**src/pkg/lpc_pkg.sv**
```systemverilog
// Constants and types shared by the companding unit
package lpc_pkg;
   // ---------------------------------------------------------------
   // Register map (byte addresses)
   // ---------------------------------------------------------------
   localparam logic [11:0] ADDR_CTRL   = 12'h000;
   localparam logic [11:0] ADDR_STATUS = 12'h004;
   localparam logic [11:0] ADDR_PORT0  = 12'h020;
   localparam logic [11:0] ADDR_PORT7  = 12'h03c;
   localparam logic [2:0]  CODEC_PORT  = 3'h1;
   // ---------------------------------------------------------------
   // Field positions and reset values
   // ---------------------------------------------------------------
   localparam int          CTRL_MODE_LSB = 0;
   localparam int          CTRL_LAW_BIT  = 2;
   localparam int          CTRL_FMT_BIT  = 3;
   localparam logic [3:0]  CTRL_RESET    = 4'h0;
   localparam int          STAT_PEND_BIT = 0;
   localparam int          STAT_TXV_BIT  = 1;
   localparam int          STAT_RXV_BIT  = 2;
   localparam int          STAT_RXR_BIT  = 3;
   // ---------------------------------------------------------------
   // Sample formats
   // ---------------------------------------------------------------
   localparam int          LIN_W       = 16;
   localparam int          LOG_W       = 8;
   localparam int          SIGN_BIT    = 15;
   localparam logic [12:0] MU_BIAS     = 13'h0021;
   localparam logic [12:0] MU_MAX_MAG  = 13'h1fff;
   localparam logic [12:0] A_MAX_MAG   = 13'h0fff;
   localparam logic [7:0]  A_XOR_MASK  = 8'h55;
   localparam int          FIFO_DEPTH  = 32;
   // ---------------------------------------------------------------
   // Operating modes, Gray ordered
   // ---------------------------------------------------------------
   typedef enum logic [1:0] {
      LPC_SER_ENC = 2'h0,
      LPC_SER_DEC = 2'h1,
      LPC_PAR_DEC = 2'h3,
      LPC_PAR_ENC = 2'h2
   } lpc_mode_t;
endpackage

```
**src/lpc_codec.sv**
```systemverilog
// Companding unit: receive FIFO and the APB-mapped log/linear codec
// ---------------------------------------------------------------
// Notes on behaviour
// RL1: Four modes: serial encode, serial decode, parallel encode, parallel decode.
// RL2: Converts both ways between 8-bit code and sign-magnitude or two's-complement.
// RL3: Mu-law or A-law chosen by control bit, for encode and decode.
// RL4: Thirteen bits of linear range map onto an 8-bit log code.
// RL5: Serial encode compresses each outgoing sample before transmission.
// RL6: Serial decode expands each incoming sample to linear form.
// RL7: Parallel modes: write to codec port converts with the enabled direction.
// RL8: Parallel encode: write linear sample, later read returns the code.
// RL9: Parallel decode: write log sample, later read returns linear value.
// RL10: Host leaves a cycle between write and read for two's-complement.
// RL11: Second write without read moves first result to transmit holding register.
// RL12: Host does one write then one read per parallel sample.
// RL13: Writes to ports 2 to 7 change nothing.
// RL14: Sign-magnitude has sign in MSB, bits below it zero down to magnitude.
// RL15: Mu-law sign-magnitude extremes are 1FFFh and 9FFFh.
// RL16: A-law sign-magnitude extremes are 0FFFh and 8FFFh.
// RL17: Host biases mu-law sign-magnitude samples by 33 and clamps.
// RL18: Host converts A-law samples to 13-bit sign-magnitude, unbiased, clamped.
// RL19: Parallel result holds until next write to the codec port.
// ---------------------------------------------------------------

// ---------------------------------------------------------------
// Receive FIFO
// ---------------------------------------------------------------
module lpc_fifo #(
   parameter int W     = 16,
   parameter int DEPTH = 32
) (
   // Clock and reset
   input  wire logic         pclk,
   input  wire logic         presetn,
   // Fill side
   input  wire logic         in_valid,
   output logic              in_ready,
   input  wire logic [W-1:0] in_data,
   // Drain side
   output logic              out_valid,
   input  wire logic         out_ready,
   output logic [W-1:0]      out_data
);
   localparam int AW = $clog2(DEPTH);
   logic [W-1:0] mem [DEPTH];
   logic [AW-1:0] wr_ptr;
   logic [AW-1:0] rd_ptr;
   logic [AW:0]   count;
   logic [AW:0]   next_count;
   logic          push;
   logic          pop;

   assign push     = in_valid & in_ready;
   assign pop      = out_valid & out_ready;
   assign out_data = mem[rd_ptr];

   always_comb begin
      next_count = count;
      if (push & ~pop) begin
         next_count = count + 1'h1;
      end else if (pop & ~push) begin
         next_count = count - 1'h1;
      end
   end

   always_ff @(posedge pclk) begin
      if (push) begin
         mem[wr_ptr] <= in_data;
      end
   end

   always_ff @(posedge pclk or negedge presetn) begin
      if (!presetn) begin
         wr_ptr    <= '0;
         rd_ptr    <= '0;
         count     <= '0;
         in_ready  <= 1'h0;
         out_valid <= 1'h0;
      end else begin
         if (push) begin
            wr_ptr <= (wr_ptr == AW'(DEPTH - 1)) ? '0 : wr_ptr + 1'h1;
         end
         if (pop) begin
            rd_ptr <= (rd_ptr == AW'(DEPTH - 1)) ? '0 : rd_ptr + 1'h1;
         end
         count     <= next_count;
         // Flags registered so the ready seen outside is glitch free
         in_ready  <= (next_count != (AW+1)'(DEPTH));
         out_valid <= (next_count != '0);
      end
   end
endmodule // lpc_fifo

// ---------------------------------------------------------------
// Companding unit top
// ---------------------------------------------------------------
module lpc_codec
   import lpc_pkg::*;
#(
   parameter int AW = 12
) (
   // Clock and reset
   input  wire logic              pclk,
   input  wire logic              presetn,
   // APB slave
   input  wire logic              psel,
   input  wire logic              penable,
   input  wire logic              pwrite,
   input  wire logic [AW-1:0]     paddr,
   input  wire logic [31:0]       pwdata,
   output logic                   pready,
   output logic [31:0]            prdata,
   output logic                   pslverr,
   // Serial transmit side
   output logic [LOG_W-1:0]       serial_transmit_holding_register,
   output logic                   tx_valid,
   input  wire logic              tx_ready,
   // Serial receive side
   input  wire logic [LOG_W-1:0]  rx_code,
   input  wire logic              rx_valid,
   output logic                   rx_ready
);
   // ---------------------------------------------------------------
   // Conversion functions
   // ---------------------------------------------------------------
   function automatic logic [LOG_W-1:0] lpc_encode(input logic [LIN_W-1:0] x,
                                                   input logic a_law,
                                                   input logic twos);
      logic        neg;
      logic [15:0] abs_v;
      logic [12:0] mag;
      logic [2:0]  seg;
      logic [12:0] sh;
      int          top;
      neg   = x[SIGN_BIT];
      abs_v = neg ? 16'(-x) : x;
      mag   = x[12:0];
      top   = 0;
      if (twos) begin // RL2
         if (a_law) begin
            mag = (abs_v > 16'(A_MAX_MAG)) ? A_MAX_MAG : abs_v[12:0];
         end else begin
            // Device-side bias so two's-complement input needs no prework
            mag = (abs_v > 16'(MU_MAX_MAG - MU_BIAS)) ? MU_MAX_MAG // RL15
                                                      : abs_v[12:0] + MU_BIAS;
         end
      end else if (a_law && mag > A_MAX_MAG) begin // RL16
         mag = A_MAX_MAG;
      end
      for (int i = 5; i <= 12; i++) begin // RL4
         if (mag[i]) begin
            top = i;
         end
      end
      if (a_law) begin // RL3
         seg = (top >= 5) ? 3'(top - 4) : 3'h0;
         sh  = mag >> ((seg == 3'h0) ? 3'h1 : seg);
         return {~neg, seg, sh[3:0]} ^ A_XOR_MASK;
      end else begin
         seg = (top >= 5) ? 3'(top - 5) : 3'h0;
         sh  = mag >> (seg + 4'h1);
         return ~{neg, seg, sh[3:0]};
      end
   endfunction

   function automatic logic [LIN_W-1:0] lpc_decode(input logic [LOG_W-1:0] c,
                                                   input logic a_law,
                                                   input logic twos);
      logic [7:0]  t;
      logic        neg;
      logic [15:0] mag;
      t   = a_law ? (c ^ A_XOR_MASK) : ~c;
      neg = a_law ? ~t[7] : t[7];
      if (a_law) begin // RL3
         mag = (t[6:4] == 3'h0) ? {11'h000, t[3:0], 1'h1}
                                : 16'({10'h000, 1'h1, t[3:0], 1'h1} << (t[6:4] - 3'h1));
      end else begin
         // Sign-magnitude mu-law output keeps the bias; host strips it
         mag = 16'({10'h000, 1'h1, t[3:0], 1'h1} << t[6:4]);
      end
      if (twos) begin // RL2
         if (!a_law) begin
            mag = mag - 16'(MU_BIAS);
         end
         return neg ? 16'(-mag) : mag;
      end
      return {neg, 2'h0, mag[12:0]}; // RL14
   endfunction

   // ---------------------------------------------------------------
   // APB decode
   // ---------------------------------------------------------------
   logic [3:0]        ctrl;
   lpc_mode_t         mode;
   logic              law_a;
   logic              fmt_twos;
   logic [LIN_W-1:0]  result;
   logic              pending;
   logic              setup;
   logic              access;
   logic              wr;
   logic              rd;
   logic              is_port;
   logic [2:0]        port_num;
   logic              wr_p1;
   logic              rd_p1;
   logic              mapped;
   logic [31:0]       rd_mux;
   logic              fifo_out_valid;
   logic [LIN_W-1:0]  fifo_out_data;
   logic              fifo_pop;

   assign mode     = lpc_mode_t'(ctrl[CTRL_MODE_LSB +: 2]);
   assign law_a    = ctrl[CTRL_LAW_BIT];
   assign fmt_twos = ctrl[CTRL_FMT_BIT];
   assign setup    = psel & ~penable;
   assign access   = psel & penable & pready;
   assign wr       = access & pwrite;
   assign rd       = access & ~pwrite;
   assign is_port  = (paddr >= AW'(ADDR_PORT0)) && (paddr <= AW'(ADDR_PORT7));
   assign port_num = 3'(paddr[4:2]);
   assign wr_p1    = wr & is_port & (port_num == CODEC_PORT); // RL13
   assign rd_p1    = rd & is_port & (port_num == CODEC_PORT);
   assign fifo_pop = rd_p1 & (mode == LPC_SER_DEC);

   always_comb begin
      rd_mux = 32'h0000_0000;
      mapped = 1'h1;
      if (paddr == AW'(ADDR_CTRL)) begin
         rd_mux = {28'h000_0000, ctrl};
      end else if (paddr == AW'(ADDR_STATUS)) begin
         rd_mux[STAT_PEND_BIT] = pending;
         rd_mux[STAT_TXV_BIT]  = tx_valid;
         rd_mux[STAT_RXV_BIT]  = fifo_out_valid;
         rd_mux[STAT_RXR_BIT]  = rx_ready;
      end else if (is_port && paddr[1:0] == 2'h0) begin
         if (port_num == CODEC_PORT) begin
            rd_mux = {16'h0000, (mode == LPC_SER_DEC) ? fifo_out_data : result};
         end
      end else begin
         mapped = 1'h0;
      end
   end

   // Zero-wait slave: pready rises for the access phase only
   always_ff @(posedge pclk or negedge presetn) begin
      if (!presetn) begin
         pready  <= 1'h0;
         prdata  <= 32'h0000_0000;
         pslverr <= 1'h0;
      end else begin
         pready  <= setup;
         if (setup) begin
            prdata  <= pwrite ? 32'h0000_0000 : rd_mux;
            pslverr <= ~mapped;
         end
      end
   end

   // ---------------------------------------------------------------
   // Control register
   // ---------------------------------------------------------------
   always_ff @(posedge pclk or negedge presetn) begin
      if (!presetn) begin
         ctrl <= CTRL_RESET;
      end else if (wr && paddr == AW'(ADDR_CTRL)) begin
         ctrl <= pwdata[3:0]; // RL1
      end
   end

   // ---------------------------------------------------------------
   // Parallel conversion result
   // ---------------------------------------------------------------
   always_ff @(posedge pclk or negedge presetn) begin
      if (!presetn) begin
         result  <= '0;
         pending <= 1'h0;
      end else if (wr_p1 && mode == LPC_PAR_ENC) begin
         result  <= {8'h00, lpc_encode(pwdata[15:0], law_a, fmt_twos)}; // RL7 RL8
         pending <= 1'h1;
      end else if (wr_p1 && mode == LPC_PAR_DEC) begin
         result  <= lpc_decode(pwdata[7:0], law_a, fmt_twos); // RL7 RL9
         pending <= 1'h1;
      end else if (rd_p1) begin
         // Result itself stays put; only the read marks it consumed
         pending <= 1'h0; // RL19
      end
   end

   // ---------------------------------------------------------------
   // Transmit holding register
   // ---------------------------------------------------------------
   always_ff @(posedge pclk or negedge presetn) begin
      if (!presetn) begin
         serial_transmit_holding_register <= '0;
         tx_valid                         <= 1'h0;
      end else if (wr_p1 && mode == LPC_SER_ENC) begin
         serial_transmit_holding_register <= lpc_encode(pwdata[15:0], law_a, fmt_twos); // RL5
         tx_valid                         <= 1'h1;
      end else if (wr_p1 && pending && (mode == LPC_PAR_ENC || mode == LPC_PAR_DEC)) begin
         // Unread result is lost to software once pushed out
         serial_transmit_holding_register <= result[7:0]; // RL11
         tx_valid                         <= 1'h1;
      end else if (tx_ready) begin
         tx_valid <= 1'h0;
      end
   end

   // ---------------------------------------------------------------
   // Receive path through the FIFO
   // ---------------------------------------------------------------
   lpc_fifo #(
      .W     (LIN_W),
      .DEPTH (FIFO_DEPTH)
   ) u_rx_fifo (
      .pclk      (pclk),
      .presetn   (presetn),
      .in_valid  (rx_valid & (mode == LPC_SER_DEC)),
      .in_ready  (rx_ready),
      .in_data   (lpc_decode(rx_code, law_a, fmt_twos)), // RL6
      .out_valid (fifo_out_valid),
      .out_ready (fifo_pop),
      .out_data  (fifo_out_data)
   );
endmodule // lpc_codec

```
**config.mk**
```make
export PLATFORM = sky130hd
export DESIGN_NAME = lpc_codec
export DESIGN_NICKNAME = d
export VERILOG_FILES = /design/src/pkg/lpc_pkg.sv /design/src/lpc_codec.sv
export SDC_FILE = /design/constraint.sdc
export NUM_CORES = 1
export LEC_CHECK = 0
export ABC_AREA = 0
export CAP_MARGIN = 30
export CORE_UTILIZATION = 37
export DETAILED_ROUTE_END_ITERATION = 7
export DONT_BUFFER_PORTS = 1
export PLACE_DENSITY = 0.48
export SYNTH_ARGS = -nofsm -noshare
export SYNTH_HDL_FRONTEND = slang
export SYNTH_SLANG_ARGS = --single-unit
```
**constraint.sdc**
```tcl
create_clock -name pclk -period 18.6 [get_ports pclk]
set_input_delay 3.72 -clock pclk [delete_from_list [all_inputs] [get_ports pclk]]
set_output_delay 3.72 -clock pclk [all_outputs]
set_load 0.02 [all_outputs]
```
Word level (Yosys, flattened, before mapping)
Memories as Yosys holds them, arrays and structs flattened.
Index checks and enable logic that the tools add are counted.
W data, S select, Z words.
{"block": "word_totals", "reg_bits": 82, "latch_bits": 0, "ram_bits": 512, "romBits": 0, "output_inout_bits": 44, "wordCells": 195, "n_memories": 1}
{"name": "u_rx_fifo.mem", "depth": 32, "word_bits": 16, "rd": 1, "rd_clocked_by_memory_dff": 0, "wr": 1, "line": "lpc_codec.sv:45", "text": "logic [W-1:0] mem [DEPTH];"}
{"block": "op_classes", "addsub": 18, "multipliers": 0, "div": 0, "order_cmp": 7, "n_eq_ne": 8, "shift": 8, "n_mux": 87, "bitwise_logic": 31, "n_reduce_logical": 22}
{"cell": "$mux W32", "n": 19}
{"cell": "$mux W16", "n": 23}
{"cell": "$mux W13", "n": 9}
{"cell": "$ge A32 B4 Y1 const B", "n": 2}
{"cell": "$shl A6 B3 Y16", "n": 4}
{"cell": "$mux W8", "n": 6}
{"cell": "$neg A16 Y16", "n": 3}
{"cell": "$not A8 Y8", "n": 4}
{"cell": "$sub A16 B6 Y16 const B", "n": 2}
{"cell": "$mux W28", "n": 1}
{"cell": "$shr A13 B3 Y4", "n": 2}
{"cell": "$shr A13 B4 Y4", "n": 2}
{"cell": "$mux W3", "n": 8}
{"cell": "$gt A16 B12 Y1 const B", "n": 1}
{"cell": "$gt A16 B13 Y1 const B", "n": 1}
{"cell": "$mux W1", "n": 16}
{"cell": "$not A4 Y4", "n": 4}
{"cell": "$and A1 B1 Y1", "n": 15}
{"cell": "$add A13 B6 Y13 const B", "n": 1}
{"cell": "$gt A13 B12 Y1 const B", "n": 1}
{"cell": "$eq A12 B3 Y1 const B", "n": 1}
{"cell": "$ge A12 B6 Y1 const B", "n": 1}
{"cell": "$le A12 B6 Y1 const B", "n": 1}
{"cell": "$logic_not A12 Y1", "n": 1}
{"cell": "22 further kinds", "n": 53}

Longest topological paths before layout
Gate-level depths: netlist of run 1.
{"block": "logic_depth", "word_depth": 24, "ltp_mapped": 26, "depth_no_buf": 21}

Cells and area by module
From an unflattened synthesis of run 1, not the netlist that was laid out.
{"block": "unflattened", "hier_cells": 2248, "area_unflattened_um2": 28446.0}
{"module": "lpc_fifo", "n_inst": 1, "cells_each": 1214, "area_per_inst_um2": 20917.6, "seq_area_each_um2": 15825.2}
{"module": "lpc_codec", "n_inst": 1, "cells_each": 1034, "area_per_inst_um2": 7528.5, "seq_area_each_um2": 1201.2}

Least setup slack after synthesis of run 1
No wires, ideal clock.
{"block": "synth_timing", "path_type": "input -> register", "start": "in rx_code[4]", "end": "mem u_rx_fifo.mem[0][15] (data pin)", "t_arrival_ps": 8853, "required_time_ps": 18146, "setup_slack_ps": 9293, "cell_stages": 22, "path_cell_list": "clkbuf_1 > clkbuf_1 > clkbuf_1 > ha_1 > ha_1 > clkbuf_1 > a21oi_1 > a211oi_1 > a21o_1 > inv_1 > ha_1 > inv_1 > a211oi_1 > o211ai_1 > a2111oi_1 > nand2_1 > nor3b_1 > nand2b_1 > and3_1 > a21oi_1 > nor2_1 > o21ai_0"}
{"block": "synth_between", "elab_chain_len": 13, "elab_cells_between_ends": 16}
{"element": "start: declaration", "line": "lpc_codec.sv:119", "text": "input wire logic [LOG_W-1:0] rx_code,"}
{"element": "$not A8 Y8 or $not A4 Y4 (tied branches)"}
{"element": "$mux W8 *", "line": "lpc_codec.sv:172", "text": "t = a_law ? (c ^ A_XOR_MASK) : ~c;"}
{"element": "$sub A3 B1 Y3", "line": "lpc_codec.sv:176", "text": ": 16'({10'h000, 1'h1, t[3:0], 1'h1} << (t[6:4] - 3'h1));"}
{"element": "$shl A6 B3 Y16", "line": "lpc_codec.sv:176"}
{"element": "$mux W16", "line": "lpc_codec.sv:175", "text": "mag = (t[6:4] == 3'h0) ? {11'h000, t[3:0], 1'h1}"}
{"element": "$mux W16 *", "line": "lpc_codec.sv:174", "text": "if (a_law) begin"}
{"element": "$sub A16 B6 Y16", "line": "lpc_codec.sv:183", "text": "mag = mag - 16'(MU_BIAS);"}
{"element": "$mux W16 *", "line": "lpc_codec.sv:182", "text": "if (!a_law) begin"}
{"element": "$mux W16 *", "line": "lpc_codec.sv:181", "text": "if (twos) begin"}
{"element": "$neg A16 Y16", "line": "lpc_codec.sv:185", "text": "return neg ? 16'(-mag) : mag;"}
{"element": "$mux W16 *", "line": "lpc_codec.sv:185"}
{"element": "$mux W16 *", "line": "lpc_codec.sv:181"}
{"element": "$mux W16 *", "line": "lpc_codec.sv:187", "text": "return {neg, 2'h0, mag[12:0]};"}
{"element": "via u_rx_fifo.in_data[15]", "line": "lpc_codec.sv:38", "text": "input wire logic [W-1:0] in_data,"}
{"element": "end: declaration", "line": "lpc_codec.sv:45"}
Mark *: on every way through the listed nets, which the timed path passes. The rest lies on a longest branch. The select of a mux whose other input is x is not followed.

Worst setup path after layout of run 1
{"block": "layout_timing", "start": "in pwdata[0]", "end": "reg serial_transmit_holding_register[1]"}
{"block": "layout_between", "elab_chain_len": 23, "elab_cells_between_ends": 35}
{"element": "start: declaration", "line": "lpc_codec.sv:110", "text": "input wire logic [31:0] pwdata,"}
{"element": "$neg A16 Y16", "line": "lpc_codec.sv:136", "text": "abs_v = neg ? 16'(-x) : x;"}
{"element": "$mux W16", "line": "lpc_codec.sv:136"}
{"element": "$add A13 B6 Y13 (tied with other cells)", "line": "lpc_codec.sv:145", "text": ": abs_v[12:0] + MU_BIAS;"}
{"element": "$mux W13 (on tied branches)", "line": "lpc_codec.sv:144, lpc_codec.sv:141"}
{"element": "$mux W13", "line": "lpc_codec.sv:140", "text": "if (a_law) begin"}
{"element": "$mux W13 *", "line": "lpc_codec.sv:139", "text": "if (twos) begin"}
{"element": "$mux W13 *", "line": "lpc_codec.sv:297", "text": "end else if (wr_p1 && mode == LPC_SER_ENC) begin"}
{"element": "$mux W3", "line": "lpc_codec.sv:151", "text": "if (mag[i]) begin"}
{"element": "$mux W32 (7 in series)", "line": "lpc_codec.sv:151"}
{"element": "$mux W32", "line": "lpc_codec.sv:297"}
{"element": "$ge A32 B4 Y1 (tied with other cells)", "line": "lpc_codec.sv:156, lpc_codec.sv:160"}
{"element": "$mux W3 (on tied branches)", "line": "lpc_codec.sv:160, lpc_codec.sv:156"}
{"element": "$add A3 B1 Y4 or $logic_not A3 Y1 (tied branches)", "line": "lpc_codec.sv:161, lpc_codec.sv:157"}
{"element": "$shr A13 B4 Y4 or $mux W3 (tied branches)", "line": "lpc_codec.sv:161, lpc_codec.sv:157"}
{"element": "$not A8 Y8 or $shr A13 B3 Y4 (tied branches)", "line": "lpc_codec.sv:162, lpc_codec.sv:157"}
{"element": "$mux W8 *", "line": "lpc_codec.sv:155", "text": "if (a_law) begin"}
{"element": "$mux W8 *", "line": "lpc_codec.sv:297"}
{"element": "end signal: assignment", "line": "lpc_codec.sv:298", "text": "serial_transmit_holding_register <= lpc_encode(pwdata[15:0], law_a, fmt_twos);"}
{"element": "end signal: assignment", "line": "lpc_codec.sv:302", "text": "serial_transmit_holding_register <= result[7:0];"}
{"element": "end: declaration", "line": "lpc_codec.sv:115", "text": "output logic [LOG_W-1:0] serial_transmit_holding_register,"}
Mark *: on every way between the ends. The rest lies on a longest branch, timed or not. The select of a mux whose other input is x is not followed.
A chain may end at the register's enable or synchronous reset.

==> metrics, run 1 <==
post-CTS sizing 0; Post-Syn Area 27900 sq um; Pint 2.33 mW; placer congestion estimate 0.860; reg2reg path depth 18; total power draw 3.10 mW; Distinct cells, synth 99; die height 277 um; Power Dens Cells 99.5 nW/um^2; Synth Area in Simple Gates 7.63%; crit-path cells inv_1 > ha_1 > or4bb_1 > o211ai_1 > nand4_1 > a221oi_1 > mux2i_1 > o21a_1 > nor2_1 > a21oi_2 > inv_1 > ha_1 > nor2b_1 > a31oi_1 > or3_1 > and2_4 > a311o_1 > o221ai_2 > a21oi_1 > a221o_1; final hold violation count 0; critical path capture point type register; DR pass1 iterations 5; # Max-Cap Violations 0; Die X 277 um; global-route wire length before repair 110000 um; cts bufs inserted 58; fin util 41.7%; Nets 2000; outcome finished clean; critical path's slowest cell or3_1; Logic pwr share 12.0%; n_diodes 0; Final HPWL DP 45100 um; wire per inst 24.7 um; HP Start result[15]; sequential area share after synthesis 61.0%; Critical Path Fanout Max 16; core area 74600 sq um; Setup Fix Bufs, Post-CTS 0; Clock Power Share 37.4%; WP buf/inv 2; kind of critical path in -> reg; WHS 0.468 ns; Synth Area in Compound Gates 9.99%; I/O pins 103; yosys warns 0; clk slew on worst S/H paths 0.06 ns; antenna-violating nets left 0; largest family of logic cells by synthesized area multiplexers; H-tree depth 2; initial antenna violation count 0; mux contribution to synthesized area 15.1%; port bufs 0; cell family with most CP delay compound AO/OA/AOI/OAI gates; WHS Endpoint result[15]; Primary FF master, synth edfxtp_1; GR Overflow Total 0; switch share 24.8%; Psw 0.769 mW; XOR/XNOR Fraction of Synth Area 2.25%; die footprint 76600 sq um; fraction of registers with async set/reset 11.4%; Worst Clk Skew 0.0182 ns; crit path launch type input port; hold_buf cts 0; clk_lat worst skew 0.60 ns; vias 16.8k; vias per inst 5.74; share of layout cells above drive strength 1 20.6%; Setup violations, final 0; number of synthesized flops with an enable pin 512; most frequent cells in the layout 512 x edfxtp_1, 162 x mux4_2, 132 x nand2_1; setup TNS 0 ns; Root Driver clkbuf_16; Critical Path Start pwdata[0]; std cell rows 100; DRC 0; TritonCTS clock tree built; Worst EP required 19.08 ns; f_max 105 MHz; Starting Density 37.5%; Critical Path Max Stage Delay 0.67 ns; Period minus WS final 9.55 ns; post-route clock period utilization 51.4%; clk buf depth 3; Worst EP arrival 10.03 ns; Reg power frac 50.6%; pin count of the biggest net entering global routing 67; Area Growth Syn to Fin 11.5%; worst hold-check path type reg -> reg; worst vdd ir 71.8 uV; synthesized flop and latch total 578; clock sinks 578; Syn Inst Count 1920; vias in the first global route 16.9k; unrepaired setup endpoints after global routing false; flop2flop setup slack 12.15 ns; Leakage 10.2 nW; Cells after DPL 2821; Final Max Slew Viols 0; initial DRC count 1424; RR Startpoint ctrl[2]; Post-Layout Cell Count 2932; Detailed Route WL 72500 um; adder-cell share of the synthesized area 1.21%; most common cell after layout, fill and taps aside edfxtp_1; Rel. slew slack 35.3%; reg2reg end u_rx_fifo.mem[30][13]; Worst Hold Path Cells 2; synthesized area per cell 14.5 sq um; All-Layer GR Usage 18.9%; Worst-Margin Slew 0.961 ns
## synthesized netlist by cell type (8+ instances only)
master    number  area (sq um)
a21o_1        18           135
a221o_1       11           110
xor2_1        33           289
a31oi_1       14          87.6
nand2b_1      28           175
nand4_1       11          68.8
buf_4         19           143
o211ai_1      14           105
nand2_1      132           495
o21ai_1        8          40.0
nor3_1        22           110
a211oi_1      28           210
dfrtp_1       66          1650
ha_1          27           338
buf_1         27           101
a22oi_1        9          67.6
a21oi_1       83           415
edfxtp_1     512         15400
mux2_2         8          90.1
nand3_1       34           170
nand3b_1       9          67.6
o22ai_1       10          62.6
mux4_2       162          3650
xnor2_1       37           324
buf_2         11          55.1
o21ai_0       85           425
and3_1        15          93.8
nor2b_1        9          56.3
mux2i_1       47           470
clkbuf_1      80           300
o31ai_1       15           113
or3_1         11          68.8
or2_2          9          56.3
nor2_1       135           507
inv_1         38           143
## worst max-delay path by stage
stage | cells after the start | end | slack (ns)
floorplan | 22 | u_rx_fifo.mem[0][15] | 9.29
global placement | 20 | serial_transmit_holding_register[1] | 8.54
detailed placement | 20 | serial_transmit_holding_register[1] | 8.44
CTS | 20 | serial_transmit_holding_register[1] | 9.09
global route | 20 | serial_transmit_holding_register[3] | 8.50
finish | 20 | serial_transmit_holding_register[1] | 9.05
## sequential cells by signal (all words and copies together) (netlist names), 4 cells and up
| signal | flops |
|---|---|
| serial_transmit_holding_register | 8 |
| u_rx_fifo.rd_ptr | 5 |
| u_rx_fifo.count | 6 |
| u_rx_fifo.mem | 512 |
| ctrl | 4 |
| u_rx_fifo.wr_ptr | 5 |
| result | 16 |
| prdata | 16 |
## metal layers
| metal | wire, um | vias to the layer above | GRT usage, % | share of wire [%] |
|---|---|---|---|---|
| met1 | 34100 | 8792 | 27.8 | 47 |
| met3 | 3130 | 85 | 2.29 | 4.3 |
| met2 | 34000 | 392 | 30.2 | 47 |
| met4 | 1250 | 0 | 4.09 | 1.7 |
| li1 | - | 7553 | - | - |
| met5 | 0 | - | 0 | 0 |
## final cells by class
type | instances | area (sq um)
Fill cell | 6741 | 43400
Sequential cell | 578 | 17000
Multi-Input combinational cell | 1174 | 10300
Clock buffer | 74 | 1600
Tap cell | 969 | 1210
Timing Repair Buffer | 60 | 513
Clock inverter | 35 | 295
Inverter | 42 | 158
## worst register-to-register path, cell delays in order (launching register included)
cell and delay, ns:
dfrtp_2 0.56, xnor2_1 0.49, inv_1 0.15, ha_1 0.24, ha_1 0.42, inv_1 0.23
nor2_1 0.09, a32o_1 0.30, a2111oi_0 0.73, o211ai_1 0.35, xnor2_1 0.22, o21ai_0 0.18
a211oi_1 0.46, nor4bb_1 0.42, and3_1 0.27, a21oi_1 0.14, xnor2_1 0.19, nor2_2 0.60
buf_8 0.24
## cell families after synthesis
logic type,count (synthesis)
adders and majority gates,27
other,1
muxes,217
xor gates and xnor gates,71
DFF,578
AOI/OAI and AO/OA,398
and+or+nand+nor,445
buffers and inverters,183
## power by group through the flow
stage                     combinational [mW]  sequential (mW)  clock [mW]
after floorplan                        0.253             1.58           0
after global placement                 0.364             1.59           0
after detailed placement               0.376             1.59           0
after CTS                              0.377             1.57        1.19
after global routing                   0.411             1.57        1.24
final                                  0.373             1.57        1.16
## stage by stage
step	setup WS [ns]	area (sq um)
6_report	9.05	31100
5_1_grt	8.50	31100
4_1_cts	9.09	31100
3_5_place_dp	8.44	29200
3_3_place_gp	8.54	29100
2_1_floorplan	9.29	28000
(Power assumes the default switching activity.)
==> inputs of run 2 (changes only) <==
PLACE_DENSITY = 0.5   (was 0.48)
clock period = 8.4 ns   (was 18.6 ns; I/O delays follow)
==> run 2 against run 1 <==
  * Design area decreased by 0.19%
  * Register-to-register slack got worse by 9.7 ns
  * Non-clock buffer count increased by 5
  * Sequential power increased by 120%
  * Core utilization decreased by 0.079 points
  * Clock power increased by 120%
  * Sequential cell count unchanged
  * Count of clock-buffer cells in the layout decreased by 1
  * Critical endpoint is now serial_transmit_holding_register[2]
  * Largest cell class unchanged
  * Highest routed layer unchanged
==> metrics, run 2 (synthesis results as in run 1) <==
dpl cell area 29200 sq um (+0.19%); TritonCTS clock tree built; biggest regs u_rx_fifo.mem (512), prdata (16), result (16); DRC 0 (unchanged); total power draw 6.80 mW (+120%); Detailed Route WL 70600 um (-2.6%); Multi-input gate area 10300 sq um (about the same); Worst EP required 8.89 ns (-10.19 ns); most frequent cells in the layout 512 x edfxtp_1, 162 x mux4_2, 132 x nand2_1; vias 16.9k (+0.19%); Rel. slew slack 33.6% (-1.7 points); std cell rows 100 (unchanged); wire per inst 24.1 um (-2.7%); Worst Clk Skew 0.0173 ns (-0.000927 ns); Final HPWL DP 44200 um (-1.9%); core area 74600 sq um (unchanged); f_max 141 MHz; Post-Layout Cell Count 2934 (+0.068%); All-Layer GR Usage 18.4% (-0.53 points); Layout fillers 6767 (+0.39%); share of layout cells above drive strength 1 20.7% (+0.030 points); unrepaired setup endpoints after global routing false; Worst EP arrival 7.58 ns (-2.45 ns); placer congestion estimate 0.852 (-0.93%); Cells after DPL 2828 (+0.25%); Setup Fix Bufs, Post-CTS 0 (unchanged); Power Dens Cells 219 nW/um^2 (+120%); GR Overflow Total 0 (unchanged); kind of critical path in -> reg; clk buf depth 3 (unchanged); Nets 2004 (+0.20%); flop2flop setup slack 2.47 ns (-9.68 ns); crit-path cells inv_1 > ha_1 > buf_4 > nor3b_1 > o211ai_1 > nand4_1 > a221oi_1 > mux2i_1 > a31oi_1 > a211oi_1 > a21oi_2 > ha_1 > nor2b_1 > a31oi_1 > or3_1 > a21oi_4 > nor3_1 > a211oi_1 > nor3_1 > a221o_1; # Max-Cap Violations 0 (unchanged); Root Driver clkbuf_16; Worst-Margin Slew 0.983 ns (+0.0218 ns); Reg area 17000 sq um (unchanged); DR pass1 iterations 5 (unchanged); hold_buf cts 0 (unchanged); H-tree depth 2 (unchanged); setup TNS 0 ns (unchanged); worst vdd ir 182 uV (+150%); pin count of the biggest net entering global routing 70 (+4.5%); vias per inst 5.74 (+0.12%); post-route clock period utilization 84.4%; n_diodes 0 (unchanged); antenna-violating nets left 0 (unchanged); Worst Hold Path Cells 2 (unchanged); clock sinks 578 (unchanged); Critical Path Max Stage Delay 0.67 ns (about the same); largest reg by FF count u_rx_fifo.mem; Leakage 10.2 nW (-0.15%); final hold violation count 0 (unchanged); Die X 277 um (unchanged); post-CTS sizing 0 (unchanged); initial DRC count 1223 (-14%); worst hold-check path type reg -> reg; Critical Path Fanout Max 16 (unchanged); vias in the first global route 16.9k (-0.18%); global-route wire length before repair 107000 um (-2.5%); Final Max Slew Viols 0 (unchanged); cts bufs inserted 57 (-1.7%); die footprint 76600 sq um (unchanged); port bufs 0 (unchanged); outcome finished clean; Area Growth Syn to Fin 11.3%; clk slew on worst S/H paths 0.06 ns (about the same); die height 277 um (unchanged); HP Start result[10]; Period minus WS final 7.09 ns; clk_lat worst skew 0.60 ns (about the same); critical path capture point type register; most common cell after layout, fill and taps aside edfxtp_1; I/O pins 103 (unchanged); critical path's slowest cell or3_1; number of flip-flops under the largest register name 512 (unchanged); crit path launch type input port; Setup violations, final 0 (unchanged); Starting Density 37.5% (unchanged); reg2reg end u_rx_fifo.mem[28][11]; WHS Endpoint result[10]; initial antenna violation count 0 (unchanged); reg2reg path depth 18 (unchanged); design area 31100 sq um (-0.19%); RR Startpoint ctrl[2]
run 2: cell count changes in the layout (fill, tap and decap cells not counted), moves of 2 or more:
cell / change
clkbuf_8: -5
buf_4: +5
clkbuf_1: +5
clkinv_2: +3
buf_16: -2
clkinv_1: -4
run 2: worst max-delay path by stage:
stage | from | end | slack (ns) | cells after the start
after global routing | pwdata[0] | serial_transmit_holding_register[2] | 0.82 | 21
final | pwdata[0] | serial_transmit_holding_register[2] | 1.31 | 20
after detailed placement | pwdata[0] | serial_transmit_holding_register[2] | 0.77 | 21
after floorplan | rx_code[4] | u_rx_fifo.mem[0][15] | 1.13 | 22
after global placement | pwdata[0] | serial_transmit_holding_register[2] | 0.81 | 20
after CTS | pwdata[0] | serial_transmit_holding_register[2] | 1.38 | 20
run 2: power breakdown:
group          internal, mW  leakage, nW  total (mW)  switching (mW)
registers              3.39         5.48        3.47          0.0757
logic                 0.270         3.78       0.818           0.548
clock network          1.47        0.906        2.51            1.05
total                  5.13         10.2        6.80            1.67
run 2: final cells by class:
type,count,area share (%)
inverter,42,0.507
clock inverter,33,1.00
tap,969,3.90
sequential,578,54.8
multi-input combinational,1174,33.2
timing repair buffer,65,1.68
clock buffer,73,4.92
run 2: worst max-delay path, delay by kind of cell:
| family | cells | cell delay (ns) |
|---|---|---|
| adders and majority gates | 2 | 0.56 |
| buffers and inverters | 2 | 0.26 |
| muxes | 1 | 0.20 |
| AOI/OAI and AO/OA | 9 | 3.42 |
| and+or+nand+nor | 6 | 1.44 |
run 2: stage by stage:
stage | worst slack [ns] | utilization, % | hold slack [ns]
finish | 1.31 | 41.7 | 0.472
global placement | 0.814 | 39.1 | 0.455
CTS | 1.38 | 41.7 | 0.472
detailed placement | 0.774 | 39.2 | 0.458
global route | 0.815 | 41.7 | 0.487
floorplan | 1.13 | - | 0.433
run 2: metal layers:
layer,share of wire [%],vias up,wire [um],GRT usage (%)
li1,-,7547,-,-
met1,47,8803,33000,26.8
met2,47,419,33100,29.4
met3,4.6,85,3270,2.46
met4,1.8,0,1240,4.22
met5,0,-,0,0
